==> config.mk <==
export PLATFORM = sky130hd
export DESIGN_NAME = cfef_top
export DESIGN_NICKNAME = d
export VERILOG_FILES = /design/src/shared/cfef_pkg.sv /design/src/rtl/cfef_event_latch.sv /design/src/rtl/cfef_top.sv
export VERILOG_INCLUDE_DIRS = /design/src /design/src/shared
export SDC_FILE = /design/constraint.sdc
export NUM_CORES = 1
export LEC_CHECK = 0
export ABC_CLOCK_PERIOD_IN_PS = 1600
export BUFFER_PORTS_ARGS = -buffer_cell sky130_fd_sc_hd__buf_2
export CAP_MARGIN = 20
export CORE_MARGIN = 5
export CORE_UTILIZATION = 49
export CTS_CLUSTER_DIAMETER = 40
export CTS_CLUSTER_SIZE = 16
export DETAILED_ROUTE_END_ITERATION = 8
export PLACE_DENSITY = 0.71
export SYNTH_ARGS = -nofsm -noshare
export SYNTH_HDL_FRONTEND = slang
export SYNTH_SLANG_ARGS = --single-unit
==> constraint.sdc <==
create_clock -name sys_clk_i -period 1.6 [get_ports sys_clk_i]
set_clock_uncertainty 0.05 [all_clocks]
set_input_delay 0.08 -clock sys_clk_i [delete_from_list [all_inputs] [get_ports sys_clk_i]]
set_output_delay 0.08 -clock sys_clk_i [all_outputs]
set_load 0.1 [all_outputs]
==> src/shared/cfef_map.svh <==
// Register offsets, field positions, reset values and timing defaults of the charger event flags
`ifndef CFEF_MAP_SVH
`define CFEF_MAP_SVH

`define CFEF_ADDR_W 8
`define CFEF_DATA_W 8
`define CFEF_OFS_THERM_FLAGS 8'h25
`define CFEF_OFS_FAULT_A 8'h26
`define CFEF_OFS_FAULT_B 8'h27
`define CFEF_OFS_IRQ_MASK 8'h28
`define CFEF_RST_VAL 8'h00
`define CFEF_READ_UNMAPPED 8'h00

// Battery and thermal event flags
`define CFEF_TF_BATLOW 4
`define CFEF_TF_COLD 3
`define CFEF_TF_COOL 2
`define CFEF_TF_WARM 1
`define CFEF_TF_HOT 0
`define CFEF_TF_USED 8'h1F
`define CFEF_TF_BOTH 8'h0F

// Protection fault flags A
`define CFEF_FA_IBAT_REG 7
`define CFEF_FA_BUS_OV 6
`define CFEF_FA_BAT_OV 5
`define CFEF_FA_IN_OC 4
`define CFEF_FA_DIS_OC 3
`define CFEF_FA_CONV_OC 2
`define CFEF_FA_IN2_OV 1
`define CFEF_FA_IN1_OV 0
`define CFEF_FA_USED 8'hFF
`define CFEF_FA_BOTH 8'h80

// Protection fault flags B
`define CFEF_FB_SYS_SHORT 7
`define CFEF_FB_SYS_OV 6
`define CFEF_FB_REV_OV 5
`define CFEF_FB_REV_UV 4
`define CFEF_FB_TSHUT 2
`define CFEF_FB_USED 8'hF4
`define CFEF_FB_BOTH 8'h00

// Interrupt mask fields
`define CFEF_MK_CURR 7
`define CFEF_MK_VOLT 6
`define CFEF_MK_WDOG 5
`define CFEF_MK_WEAK 4
`define CFEF_MK_PGOOD 3
`define CFEF_MK_IN2 2
`define CFEF_MK_IN1 1
`define CFEF_MK_BUS 0
`define CFEF_MK_USED 8'hFF
`define CFEF_MK_BOTH 8'h0F

`define CFEF_IRQ_PULSE_CYC 16

`endif

==> src/shared/cfef_pkg.sv <==
// Types shared by the charger event flag block
package cfef_pkg;

  typedef logic [7:0] cfef_byte_type;

  typedef enum logic [1:0] {
    CFEF_IRQ_IDLE,
    CFEF_IRQ_PULSE,
    CFEF_IRQ_GAP
  } cfef_irq_state_type;

endpackage : cfef_pkg

==> src/rtl/cfef_event_latch.sv <==
// Edge detector with sticky, clear-on-read event flags
`timescale 1ns/1ps
`default_nettype none
`include "cfef_map.svh"

module cfef_event_latch #(
  parameter int W = 8,
  parameter logic [W-1:0] BOTH = '0,
  parameter logic [W-1:0] USED = '1
) (
  input wire logic sys_clk_i,
  input wire logic rst_n_i,
  input wire logic [W-1:0] cond_i,
  input wire logic clear_i,
  output logic [W-1:0] events_o,
  output logic [W-1:0] flags_o
);
  import cfef_pkg::*;

  logic [W-1:0] prev_r;
  logic [W-1:0] flags_r;
  logic primed_r;

  // First cycle after reset only learns the levels, so a condition
  // already present at power-up is not reported as a transition
  always_ff @(posedge sys_clk_i) begin
    if (!rst_n_i) begin
      primed_r <= 1'b0;
    end else begin
      primed_r <= 1'b1;
    end
  end

  always_ff @(posedge sys_clk_i) begin
    if (!rst_n_i) begin
      prev_r <= '0;
    end else begin
      prev_r <= cond_i;
    end
  end

  assign events_o = ((cond_i & ~prev_r) | (~cond_i & prev_r & BOTH)) & USED & {W{primed_r}};

  // A new event in the clearing cycle survives the clear
  always_ff @(posedge sys_clk_i) begin
    if (!rst_n_i) begin
      flags_r <= '0;
    end else begin
      flags_r <= (flags_r & ~{W{clear_i}}) | events_o;
    end
  end

  assign flags_o = flags_r;

endmodule // cfef_event_latch

`default_nettype wire

==> src/rtl/cfef_top.sv <==
// Charger event flags, fault flags and interrupt mask with pulsed interrupt
//
// Operation
// Flag registers are read-only, eight bits, zero at reset; one means event seen.
// Flag bit 4 sets when battery drops too low for reverse-source mode.
// Flag bits 3..0 set on cold, cool, warm and hot thermistor crossings.
// Fault A bit 7 sets on entering or leaving battery current regulation.
// Fault A bits 6, 1, 0 set on bus, second and first input overvoltage.
// Fault A bit 5 sets on entering battery overvoltage protection.
// Fault A bits 4, 3, 2 set on input, discharge and converter overcurrent.
// Fault B bit 7 sets when switching stops on a system rail short.
// Fault B bit 6 sets when switching stops on system rail overvoltage.
// Fault B bits 5, 4 set when reverse output stops on bus over/undervoltage.
// Fault B bit 2 sets on thermal shutdown; bits 3, 1, 0 read zero.
// Entering current regulation pulses the interrupt unless mask bit 7 is set.
// Entering voltage regulation pulses the interrupt unless mask bit 6 is set.
// Watchdog expiry pulses the interrupt unless mask bit 5 is set.
// Weak source detection pulses the interrupt unless mask bit 4 is set.
// Power-good toggle pulses the interrupt unless mask bit 3 is set.
// Second input presence change pulses the interrupt unless mask bit 2 is set.
// First input presence change pulses the interrupt unless mask bit 1 is set.
// Mask register is read/write, eight bits, zero at reset.
// A flag register clears when read; set flags hold until then.
// The register-reset command returns all mask bits to zero.
`timescale 1ns/1ps
`default_nettype none
`include "cfef_map.svh"

module cfef_top #(
  parameter int IRQ_PULSE_CYCLES = `CFEF_IRQ_PULSE_CYC
) (
  input wire logic sys_clk_i,
  input wire logic rst_n_i,
  input wire logic [`CFEF_ADDR_W-1:0] reg_addr_i,
  input wire logic reg_wr_i,
  input wire logic reg_rd_i,
  input wire cfef_pkg::cfef_byte_type reg_wdata_i,
  output cfef_pkg::cfef_byte_type reg_rdata_o,
  input wire logic reg_reset_i,
  input wire logic battery_low_for_reverse_output_i,
  input wire logic thermistor_cold_i,
  input wire logic thermistor_cool_i,
  input wire logic thermistor_warm_i,
  input wire logic thermistor_hot_i,
  input wire logic battery_current_regulation_i,
  input wire logic input_bus_overvoltage_i,
  input wire logic battery_overvoltage_i,
  input wire logic input_current_overcurrent_i,
  input wire logic battery_discharge_overcurrent_i,
  input wire logic converter_overcurrent_i,
  input wire logic second_input_overvoltage_i,
  input wire logic first_input_overvoltage_i,
  input wire logic system_rail_short_i,
  input wire logic system_rail_overvoltage_i,
  input wire logic reverse_output_overvoltage_i,
  input wire logic reverse_output_undervoltage_i,
  input wire logic thermal_shutdown_i,
  input wire logic current_regulation_i,
  input wire logic voltage_regulation_i,
  input wire logic bus_watchdog_expired_i,
  input wire logic weak_source_detected_i,
  input wire logic power_good_i,
  input wire logic second_input_present_i,
  input wire logic first_input_present_i,
  input wire logic input_bus_present_i,
  output logic irq_n_o
);
  import cfef_pkg::*;

  localparam int CNT_W = $clog2(IRQ_PULSE_CYCLES + 1);

  cfef_byte_type therm_cond;
  cfef_byte_type fault_a_cond;
  cfef_byte_type fault_b_cond;
  cfef_byte_type irq_cond;
  cfef_byte_type therm_flags;
  cfef_byte_type fault_a_flags;
  cfef_byte_type fault_b_flags;
  cfef_byte_type fault_a_events;
  cfef_byte_type irq_events;
  cfef_byte_type irq_unmasked;
  cfef_byte_type mask_r;
  cfef_byte_type rdata_r;
  logic rd_therm;
  logic rd_fault_a;
  logic rd_fault_b;
  logic wr_mask;
  logic pending_r;
  logic [CNT_W-1:0] pulse_cnt_r;
  cfef_irq_state_type state_r;

  // --------------------------------------------------------------
  // Event sources
  // --------------------------------------------------------------
  always_comb begin
    therm_cond = '0;
    therm_cond[`CFEF_TF_BATLOW] = battery_low_for_reverse_output_i;
    therm_cond[`CFEF_TF_COLD] = thermistor_cold_i;
    therm_cond[`CFEF_TF_COOL] = thermistor_cool_i;
    therm_cond[`CFEF_TF_WARM] = thermistor_warm_i;
    therm_cond[`CFEF_TF_HOT] = thermistor_hot_i;
  end

  always_comb begin
    fault_a_cond = '0;
    fault_a_cond[`CFEF_FA_IBAT_REG] = battery_current_regulation_i;
    fault_a_cond[`CFEF_FA_BUS_OV] = input_bus_overvoltage_i;
    fault_a_cond[`CFEF_FA_BAT_OV] = battery_overvoltage_i;
    fault_a_cond[`CFEF_FA_IN_OC] = input_current_overcurrent_i;
    fault_a_cond[`CFEF_FA_DIS_OC] = battery_discharge_overcurrent_i;
    fault_a_cond[`CFEF_FA_CONV_OC] = converter_overcurrent_i;
    fault_a_cond[`CFEF_FA_IN2_OV] = second_input_overvoltage_i;
    fault_a_cond[`CFEF_FA_IN1_OV] = first_input_overvoltage_i;
  end

  // Reserved positions stay zero so they never latch
  always_comb begin
    fault_b_cond = '0;
    fault_b_cond[`CFEF_FB_SYS_SHORT] = system_rail_short_i;
    fault_b_cond[`CFEF_FB_SYS_OV] = system_rail_overvoltage_i;
    fault_b_cond[`CFEF_FB_REV_OV] = reverse_output_overvoltage_i;
    fault_b_cond[`CFEF_FB_REV_UV] = reverse_output_undervoltage_i;
    fault_b_cond[`CFEF_FB_TSHUT] = thermal_shutdown_i;
  end

  always_comb begin
    irq_cond = '0;
    irq_cond[`CFEF_MK_CURR] = current_regulation_i;
    irq_cond[`CFEF_MK_VOLT] = voltage_regulation_i;
    irq_cond[`CFEF_MK_WDOG] = bus_watchdog_expired_i;
    irq_cond[`CFEF_MK_WEAK] = weak_source_detected_i;
    irq_cond[`CFEF_MK_PGOOD] = power_good_i;
    irq_cond[`CFEF_MK_IN2] = second_input_present_i;
    irq_cond[`CFEF_MK_IN1] = first_input_present_i;
    irq_cond[`CFEF_MK_BUS] = input_bus_present_i;
  end

  // --------------------------------------------------------------
  // Register decode
  // --------------------------------------------------------------
  assign rd_therm = reg_rd_i && (reg_addr_i == `CFEF_OFS_THERM_FLAGS);
  assign rd_fault_a = reg_rd_i && (reg_addr_i == `CFEF_OFS_FAULT_A);
  assign rd_fault_b = reg_rd_i && (reg_addr_i == `CFEF_OFS_FAULT_B);
  assign wr_mask = reg_wr_i && (reg_addr_i == `CFEF_OFS_IRQ_MASK);

  // --------------------------------------------------------------
  // Flag registers
  // --------------------------------------------------------------
  cfef_event_latch #(
    .W(`CFEF_DATA_W),
    .BOTH(`CFEF_TF_BOTH),
    .USED(`CFEF_TF_USED)
  ) u_therm_flags (
    .sys_clk_i(sys_clk_i),
    .rst_n_i(rst_n_i),
    .cond_i(therm_cond),
    .clear_i(rd_therm),
    .events_o(),
    .flags_o(therm_flags)
  );

  cfef_event_latch #(
    .W(`CFEF_DATA_W),
    .BOTH(`CFEF_FA_BOTH),
    .USED(`CFEF_FA_USED)
  ) u_fault_a_flags (
    .sys_clk_i(sys_clk_i),
    .rst_n_i(rst_n_i),
    .cond_i(fault_a_cond),
    .clear_i(rd_fault_a),
    .events_o(fault_a_events),
    .flags_o(fault_a_flags)
  );

  cfef_event_latch #(
    .W(`CFEF_DATA_W),
    .BOTH(`CFEF_FB_BOTH),
    .USED(`CFEF_FB_USED)
  ) u_fault_b_flags (
    .sys_clk_i(sys_clk_i),
    .rst_n_i(rst_n_i),
    .cond_i(fault_b_cond),
    .clear_i(rd_fault_b),
    .events_o(),
    .flags_o(fault_b_flags)
  );

  // Only the transition pulses matter here; the sticky copy is never cleared
  cfef_event_latch #(
    .W(`CFEF_DATA_W),
    .BOTH(`CFEF_MK_BOTH),
    .USED(`CFEF_MK_USED)
  ) u_irq_edges (
    .sys_clk_i(sys_clk_i),
    .rst_n_i(rst_n_i),
    .cond_i(irq_cond),
    .clear_i(1'b0),
    .events_o(irq_events),
    .flags_o()
  );

  // --------------------------------------------------------------
  // Mask register and read data
  // --------------------------------------------------------------
  // Register reset beats a write in the same cycle
  always_ff @(posedge sys_clk_i) begin
    if (!rst_n_i) begin
      mask_r <= `CFEF_RST_VAL;
    end else if (reg_reset_i) begin
      mask_r <= `CFEF_RST_VAL;
    end else if (wr_mask) begin
      mask_r <= reg_wdata_i;
    end
  end

  // Writes to flag offsets are dropped: those registers are read-only
  always_ff @(posedge sys_clk_i) begin
    if (!rst_n_i) begin
      rdata_r <= `CFEF_RST_VAL;
    end else if (reg_rd_i) begin
      case (reg_addr_i)
        `CFEF_OFS_THERM_FLAGS: rdata_r <= therm_flags;
        `CFEF_OFS_FAULT_A: rdata_r <= fault_a_flags;
        `CFEF_OFS_FAULT_B: rdata_r <= fault_b_flags;
        `CFEF_OFS_IRQ_MASK: rdata_r <= mask_r;
        default: rdata_r <= `CFEF_READ_UNMAPPED;
      endcase
    end
  end

  assign reg_rdata_o = rdata_r;

  // --------------------------------------------------------------
  // Interrupt pulse
  // --------------------------------------------------------------
  assign irq_unmasked = irq_events & ~mask_r;

  // Events during a pulse are remembered and give one more pulse, not lost
  always_ff @(posedge sys_clk_i) begin
    if (!rst_n_i) begin
      pending_r <= 1'b0;
    end else if (|irq_unmasked) begin
      pending_r <= 1'b1;
    end else if (state_r == CFEF_IRQ_IDLE) begin
      pending_r <= 1'b0;
    end
  end

  // The gap cycle keeps back-to-back pulses distinguishable to the host
  always_ff @(posedge sys_clk_i) begin
    if (!rst_n_i) begin
      state_r <= CFEF_IRQ_IDLE;
      pulse_cnt_r <= '0;
    end else begin
      case (state_r)
        CFEF_IRQ_IDLE: begin
          if (pending_r) begin
            state_r <= CFEF_IRQ_PULSE;
            pulse_cnt_r <= CNT_W'(IRQ_PULSE_CYCLES - 1);
          end
        end
        CFEF_IRQ_PULSE: begin
          if (pulse_cnt_r == '0) begin
            state_r <= CFEF_IRQ_GAP;
          end else begin
            pulse_cnt_r <= pulse_cnt_r - 1'b1;
          end
        end
        CFEF_IRQ_GAP: begin
          state_r <= CFEF_IRQ_IDLE;
        end
        default: begin
          state_r <= CFEF_IRQ_IDLE;
        end
      endcase
    end
  end

  assign irq_n_o = (state_r != CFEF_IRQ_PULSE);

  logic [CNT_W:0] low_len_r;

  always_ff @(posedge sys_clk_i) begin
    if (!rst_n_i || irq_n_o) begin
      low_len_r <= '0;
    end else begin
      low_len_r <= low_len_r + 1'b1;
    end
  end
endmodule // cfef_top

`default_nettype wire

# == Word-level counts from Yosys, hierarchy flattened ==
# Cells that the tools add are included.
# totals
register_bits,78
input_bits,47
output_inout_bits,9
elab_cells,79
# op_classes
add_sub_neg,1
eq_ne,9
muxes,10
bitwise_logic,33
reduce_logical,12
# op_table
op,n
AND 8 bit,11
inverter 8 bit,8
"== test 8 x 6 -> 1 bit, second input constant",4
OR 8 bit,4
case mux 8 bit (4 select lines),1
2-to-1 mux 5 bit,2
case mux 5 bit (2 select lines),1
AND 4 bit,2
AND 5 x 8 -> 8 bit,1
inverter 4 bit,2
OR 8 x 4 -> 8 bit,1
OR reduction 8 bit,1
"!= test 2 bit, second input constant",3
AND 5 bit,1
logical NOT 5 bit,1
inverter 5 bit,1
OR 5 x 4 -> 5 bit,1
"subtractor 5 x 1 -> 5 bit, second input constant",1
logical AND 1 bit,4
2-to-1 mux 2 bit,2
case mux 2 bit (2 select lines),1
nonzero test 2 bit,2
2-to-1 mux 1 bit,3
AND reduction 3 bit,1
other kinds (6),6

# == Logic depth before layout (Yosys ltp) ==
# depth
ltp_word,7
depth_mapped,6
mapped_depth_nobuf,6

# == Hierarchy ==
# A second synthesis with hierarchy kept.
# hier_totals
cells_unflattened,357
area_unflattened_um2,3497.1
# by_module_without_submodules
module,n_inst,cells_each,area_each_um2,seq_area_each_um2
cfef_top,1,151,1246.2,480.5
cfef_event_latch at u_irq_edges,1,58,636.9,340.3
cfef_event_latch at u_fault_a_flags,1,53,595.6,340.3
cfef_event_latch at u_therm_flags,1,48,528.0,280.3
cfef_event_latch at u_fault_b_flags,1,47,490.5,280.3

# == Worst setup path before layout ==
# OpenSTA, ideal clock, no wires.
# synth_path
kind,reg2reg
start,register state_r[0]
end,register pulse_cnt_r[3]
setup_time_ns,0.072
t_arrival_ns,1.485
required_ns,1.478
path_slack_ns,-0.007
path_stages_with_launch,5
path_buffers,0
period_less_slack_ns,1.607
cell_sequence,dfxtp_1 > nand2b_4 > or4_1 > or3_1 > a21oi_1
# synth_via
elab_chain_cells,3
word_cells_on_any_way,7
classes_between,eq/ne (3); mux (1); reduce/logical (3)
# synth_rtl
element,line,text
"start, declared",cfef_top.sv:90,cfef_irq_state_type state_r;
"start signal, assigned",cfef_top.sv:252,state_r <= CFEF_IRQ_IDLE;
"start signal, assigned",cfef_top.sv:258,state_r <= CFEF_IRQ_PULSE;
"start signal, assigned",cfef_top.sv:264,state_r <= CFEF_IRQ_GAP;
== test 2 x 1 -> 1 bit or logical NOT 2 bit (tied branches),cfef_top.sv:255,case (state_r)
!= test 2 bit (no line) or nonzero test 2 bit (tied branches),--,
AND reduction 3 bit (no line),--,
"end signal, assigned",cfef_top.sv:259,pulse_cnt_r <= CNT_W'(IRQ_PULSE_CYCLES - 1);
"end signal, assigned",cfef_top.sv:266,pulse_cnt_r <= pulse_cnt_r - 1'b1;
"end, declared",cfef_top.sv:89,logic [CNT_W-1:0] pulse_cnt_r;
# Several ways; a longest one is shown, not always the timed one.
# A chain may end at the register's enable or synchronous reset.

# == Worst setup path in the final report ==
# layout_path
start,register pulse_cnt_r[0]
end,register pulse_cnt_r[3]
# layout_via
elab_chain_cells,3
word_cells_on_any_way,6
classes_between,add/sub (1); eq/ne (1); mux (2); reduce/logical (2)
# layout_rtl
element,line
subtractor 5 x 1 -> 5 bit or logical NOT 5 bit (tied branches),"cfef_top.sv:266, cfef_top.sv:263"
2-to-1 mux 5 bit or != test 2 bit (tied branches),--
case mux 5 bit (2 select lines) or AND reduction 3 bit (tied branches),--
# Several ways; a longest one is shown, not always the timed one. The select of a mux whose other input is x is not followed.

==> impl_metrics.ini <==
[status]
status = finished clean

[worst_setup_path]
reg2reg_to = pulse_cnt_r[3]
worstSetupEndpointType = flip-flop
critPathTopFamily = simple AND/OR/NAND/NOR gates
critPathArrivalTime_ns = 1.77
rr_worst_depth = 4
crit_type = flip-flop to flip-flop
critical-path-max-stage-delay_ns = 0.53
start_kind = flip-flop
cp.required_ns = 1.82
reg2reg_setup_slack_ns = 0.05
cp_max_fo = 3
critPathSlowestCell = or4_1
path_buf_inv = 1
crit_chain = buf_4 -> or4_1 -> or3_1 -> a21oi_1
r2r_start = pulse_cnt_r[0]

[cts]
clock_latency_ns = 0.34
h-tree-depth = 3
cts_tree = yes
cts-root-buf = clkbuf_8
clk_pin_slew_ns = 0.08
clock_path_buffers = 2
clock_sinks = 75
numCtsBuffers = 9

[yosys]
synth_area_leaders = dfxtp_1 49%, and2_1 6.8%, a21oi_1 3.8%
syn_area_um2 = 3030
yosysTopAreaCell = dfxtp_1
yosysTopAreaCellShare_pct = 49.5
avgSynthCellArea_um2 = 10.0
ys_ff_latch = 75
yosys-top-cells-count = 75 x dfxtp_1, 33 x and2_1, 23 x a21oi_1
syn_nets = 351
yosysMostFrequentCell = dfxtp_1
yosys_warnings = 0
synth_edf_count = 0
synth_cell_types = 45
synth_top_flop_cell = dfxtp_1
async_reset_ff_share_pct = 0
syn_inst = 303
seq_area_frac_synth_pct = 49.5

[grt]
grt_max_degree = 17
grt_pass1_wl_um = 11900
grt_remaining_overflow = 0
grtUsageTotal_pct = 19.6
antenna_found_initial = 0
grt_pass1_vias = 2564

[place]
hpwlAfterDp_um = 4830
port_buffers = 55
place.gp.congestion = 0.818
dpl-instance-area_um2 = 3410

[route]
routed_wl_um = 7290
wl_per_cell_um = 15.2
drc = 0
via_per_inst = 5.32
vias = 2555
drtIter0Drc = 186
postRouteAntennaNets = 0
first_pass_iters = 5

[sta]
hold-worst-slack_ns = 0.0259
rsz0062_at_grt = yes
post-route-min-period_ns = 1.55
finalCritPeriodShare_pct = 96.8
hold_viol_final = 0
worst_pin_slew_ns = 0.705
slew_viol_final = 0
relSlewSlack_pct = 52.9
setup_viol = 0
max_freq_mhz = 646

[floorplanning]
ios = 56
dieHeight_um = 88.7
initial_core_util_pct = 50.9
core_um2 = 5960
rows = 28
die_w_um = 88.7
dieArea_um2 = 7870

[pwr]
power_density_nw_per_um2 = 998
leakagePower_nw = 1.63
power.total_mw = 3.98
ir_drop_mv = 0.594

[cells_and_area]
finalInstanceArea_um2 = 3990
nets = 448
final_util_pct = 66.9
drive_gt1_share_pct = 24.7
diodes = 0
areaGrowthSynthToFinish_pct = 31.4

[hold_path]
min-delay-start = reg_wr_i
hold_end = mask_r[6]
hold_depth = 3
hold_path.class = primary input to flip-flop

[job]
max_cap_viol_count = 0
[logic make-up (layout without fill, tap and decap cells)]
kind of cell | Yosys count | after routing | synth area share [%]
fa+ha+maj | 1 | 1 | 0.412
flops | 75 | 75 | 49.5
compound gates | 70 | 70 | 17.4
buf+inv | 30 | 132 | 4.78
xor+xnor | 9 | 9 | 2.60
mux | 8 | 8 | 2.64
simple gates | 110 | 110 | 22.6
[area by class of cell]
| cell class | count | area, µm² |
|---|---|---|
| clock buffer | 12 | 155 |
| fill | 504 | 1970 |
| inverter | 13 | 48.8 |
| sequential | 75 | 1500 |
| tap | 75 | 93.8 |
| multi-input combinational | 198 | 1400 |
| timing repair buffer | 103 | 733 |
| clock inverter | 4 | 48.8 |
[cell usage in the layout (no fill, tap or decap), types with 4 or more instances in the layout]
cell,netlist,final
dfxtp_1,75,73
nand3_1,9,9
a21oi_1,23,23
mux2i_1,8,8
buf_4,1,13
clkbuf_8,0,11
nor2_1,12,12
nand2_1,12,12
and3_1,4,4
and3b_1,4,4
dlygate4sd3_1,0,34
inv_1,13,11
nor2b_1,10,10
o21ai_0,7,7
nor3_1,9,9
a221oi_1,7,7
xnor2_1,9,9
buf_2,2,55
o2bb2ai_1,13,13
nor3b_1,4,4
and2_1,33,33
a32o_1,7,7
[worst max path at each step]
stage / from / end / cells past startpoint
final: pulse_cnt_r[0] / pulse_cnt_r[3] / 4
after global routing: pulse_cnt_r[1] / pulse_cnt_r[0] / 6
after CTS: pulse_cnt_r[0] / pulse_cnt_r[0] / 6
after detailed placement: pulse_cnt_r[0] / pulse_cnt_r[0] / 6
after global placement: pulse_cnt_r[0] / pulse_cnt_r[0] / 6
after floorplan: state_r[0] / pulse_cnt_r[3] / 4
[report_power, final]
group / switching, mW / internal (mW)
Clock: 0.677 / 0.804
Sequential: 0.0544 / 1.96
Combinational: 0.222 / 0.263
[per-stage QoR]
stage	instances	setup slack, ns	TNS (ns)
floorplan	303	-0.00654	-0.00654
global placement	428	0.0848	0
detailed placement	428	0.0198	0
CTS	478	0.00474	0
global route	480	-0.0136	-0.0209
finish	480	0.0513	0
[sequential cells by signal, indices dropped and copies added (netlist names)]
| signal | count |
|---|---|
| reg_rdata_o | 8 |
| u_therm_flags.prev_r | 5 |
| pulse_cnt_r | 5 |
| u_fault_a_flags.flags_o | 8 |
| pending_r | 1 |
| u_irq_edges.prev_r | 8 |
| u_fault_b_flags.prev_r | 5 |
| u_fault_b_flags.flags_o | 8 |
| u_therm_flags.flags_o | 8 |
| state_r | 2 |
| u_fault_a_flags.prev_r | 8 |
| u_therm_flags.primed_r | 1 |
| mask_r | 8 |
[timing repair]
| action | 4_1_cts | 5_1_grt |
|---|---|---|
| resized for setup | 0 | 7 |
| hold buffers | 34 | 0 |
| buffers inserted | 0 | 2 |
| endpoints found under the setup margin | 0 | 3 |
| hold endpoints to repair | 34 | 0 |
[worst min-delay path, cell delays in order]
cell,delay [ns]
buf_2,0.15
nand3_1,0.09
a21oi_1,0.05
[layer usage]
| layer | part of all wire (%) | track usage, % | vias up | wire (µm) |
|---|---|---|---|---|
| li1 | - | - | 1269 | - |
| met1 | 46 | 25.0 | 1215 | 3360 |
| met2 | 48 | 32.7 | 59 | 3490 |
| met3 | 4.2 | 3.63 | 12 | 307 |
| met4 | 1.8 | 7.83 | 0 | 131 |
| met5 | 0 | 0 | - | 0 |
No activity file was read; power rests on OpenSTA's default activity.
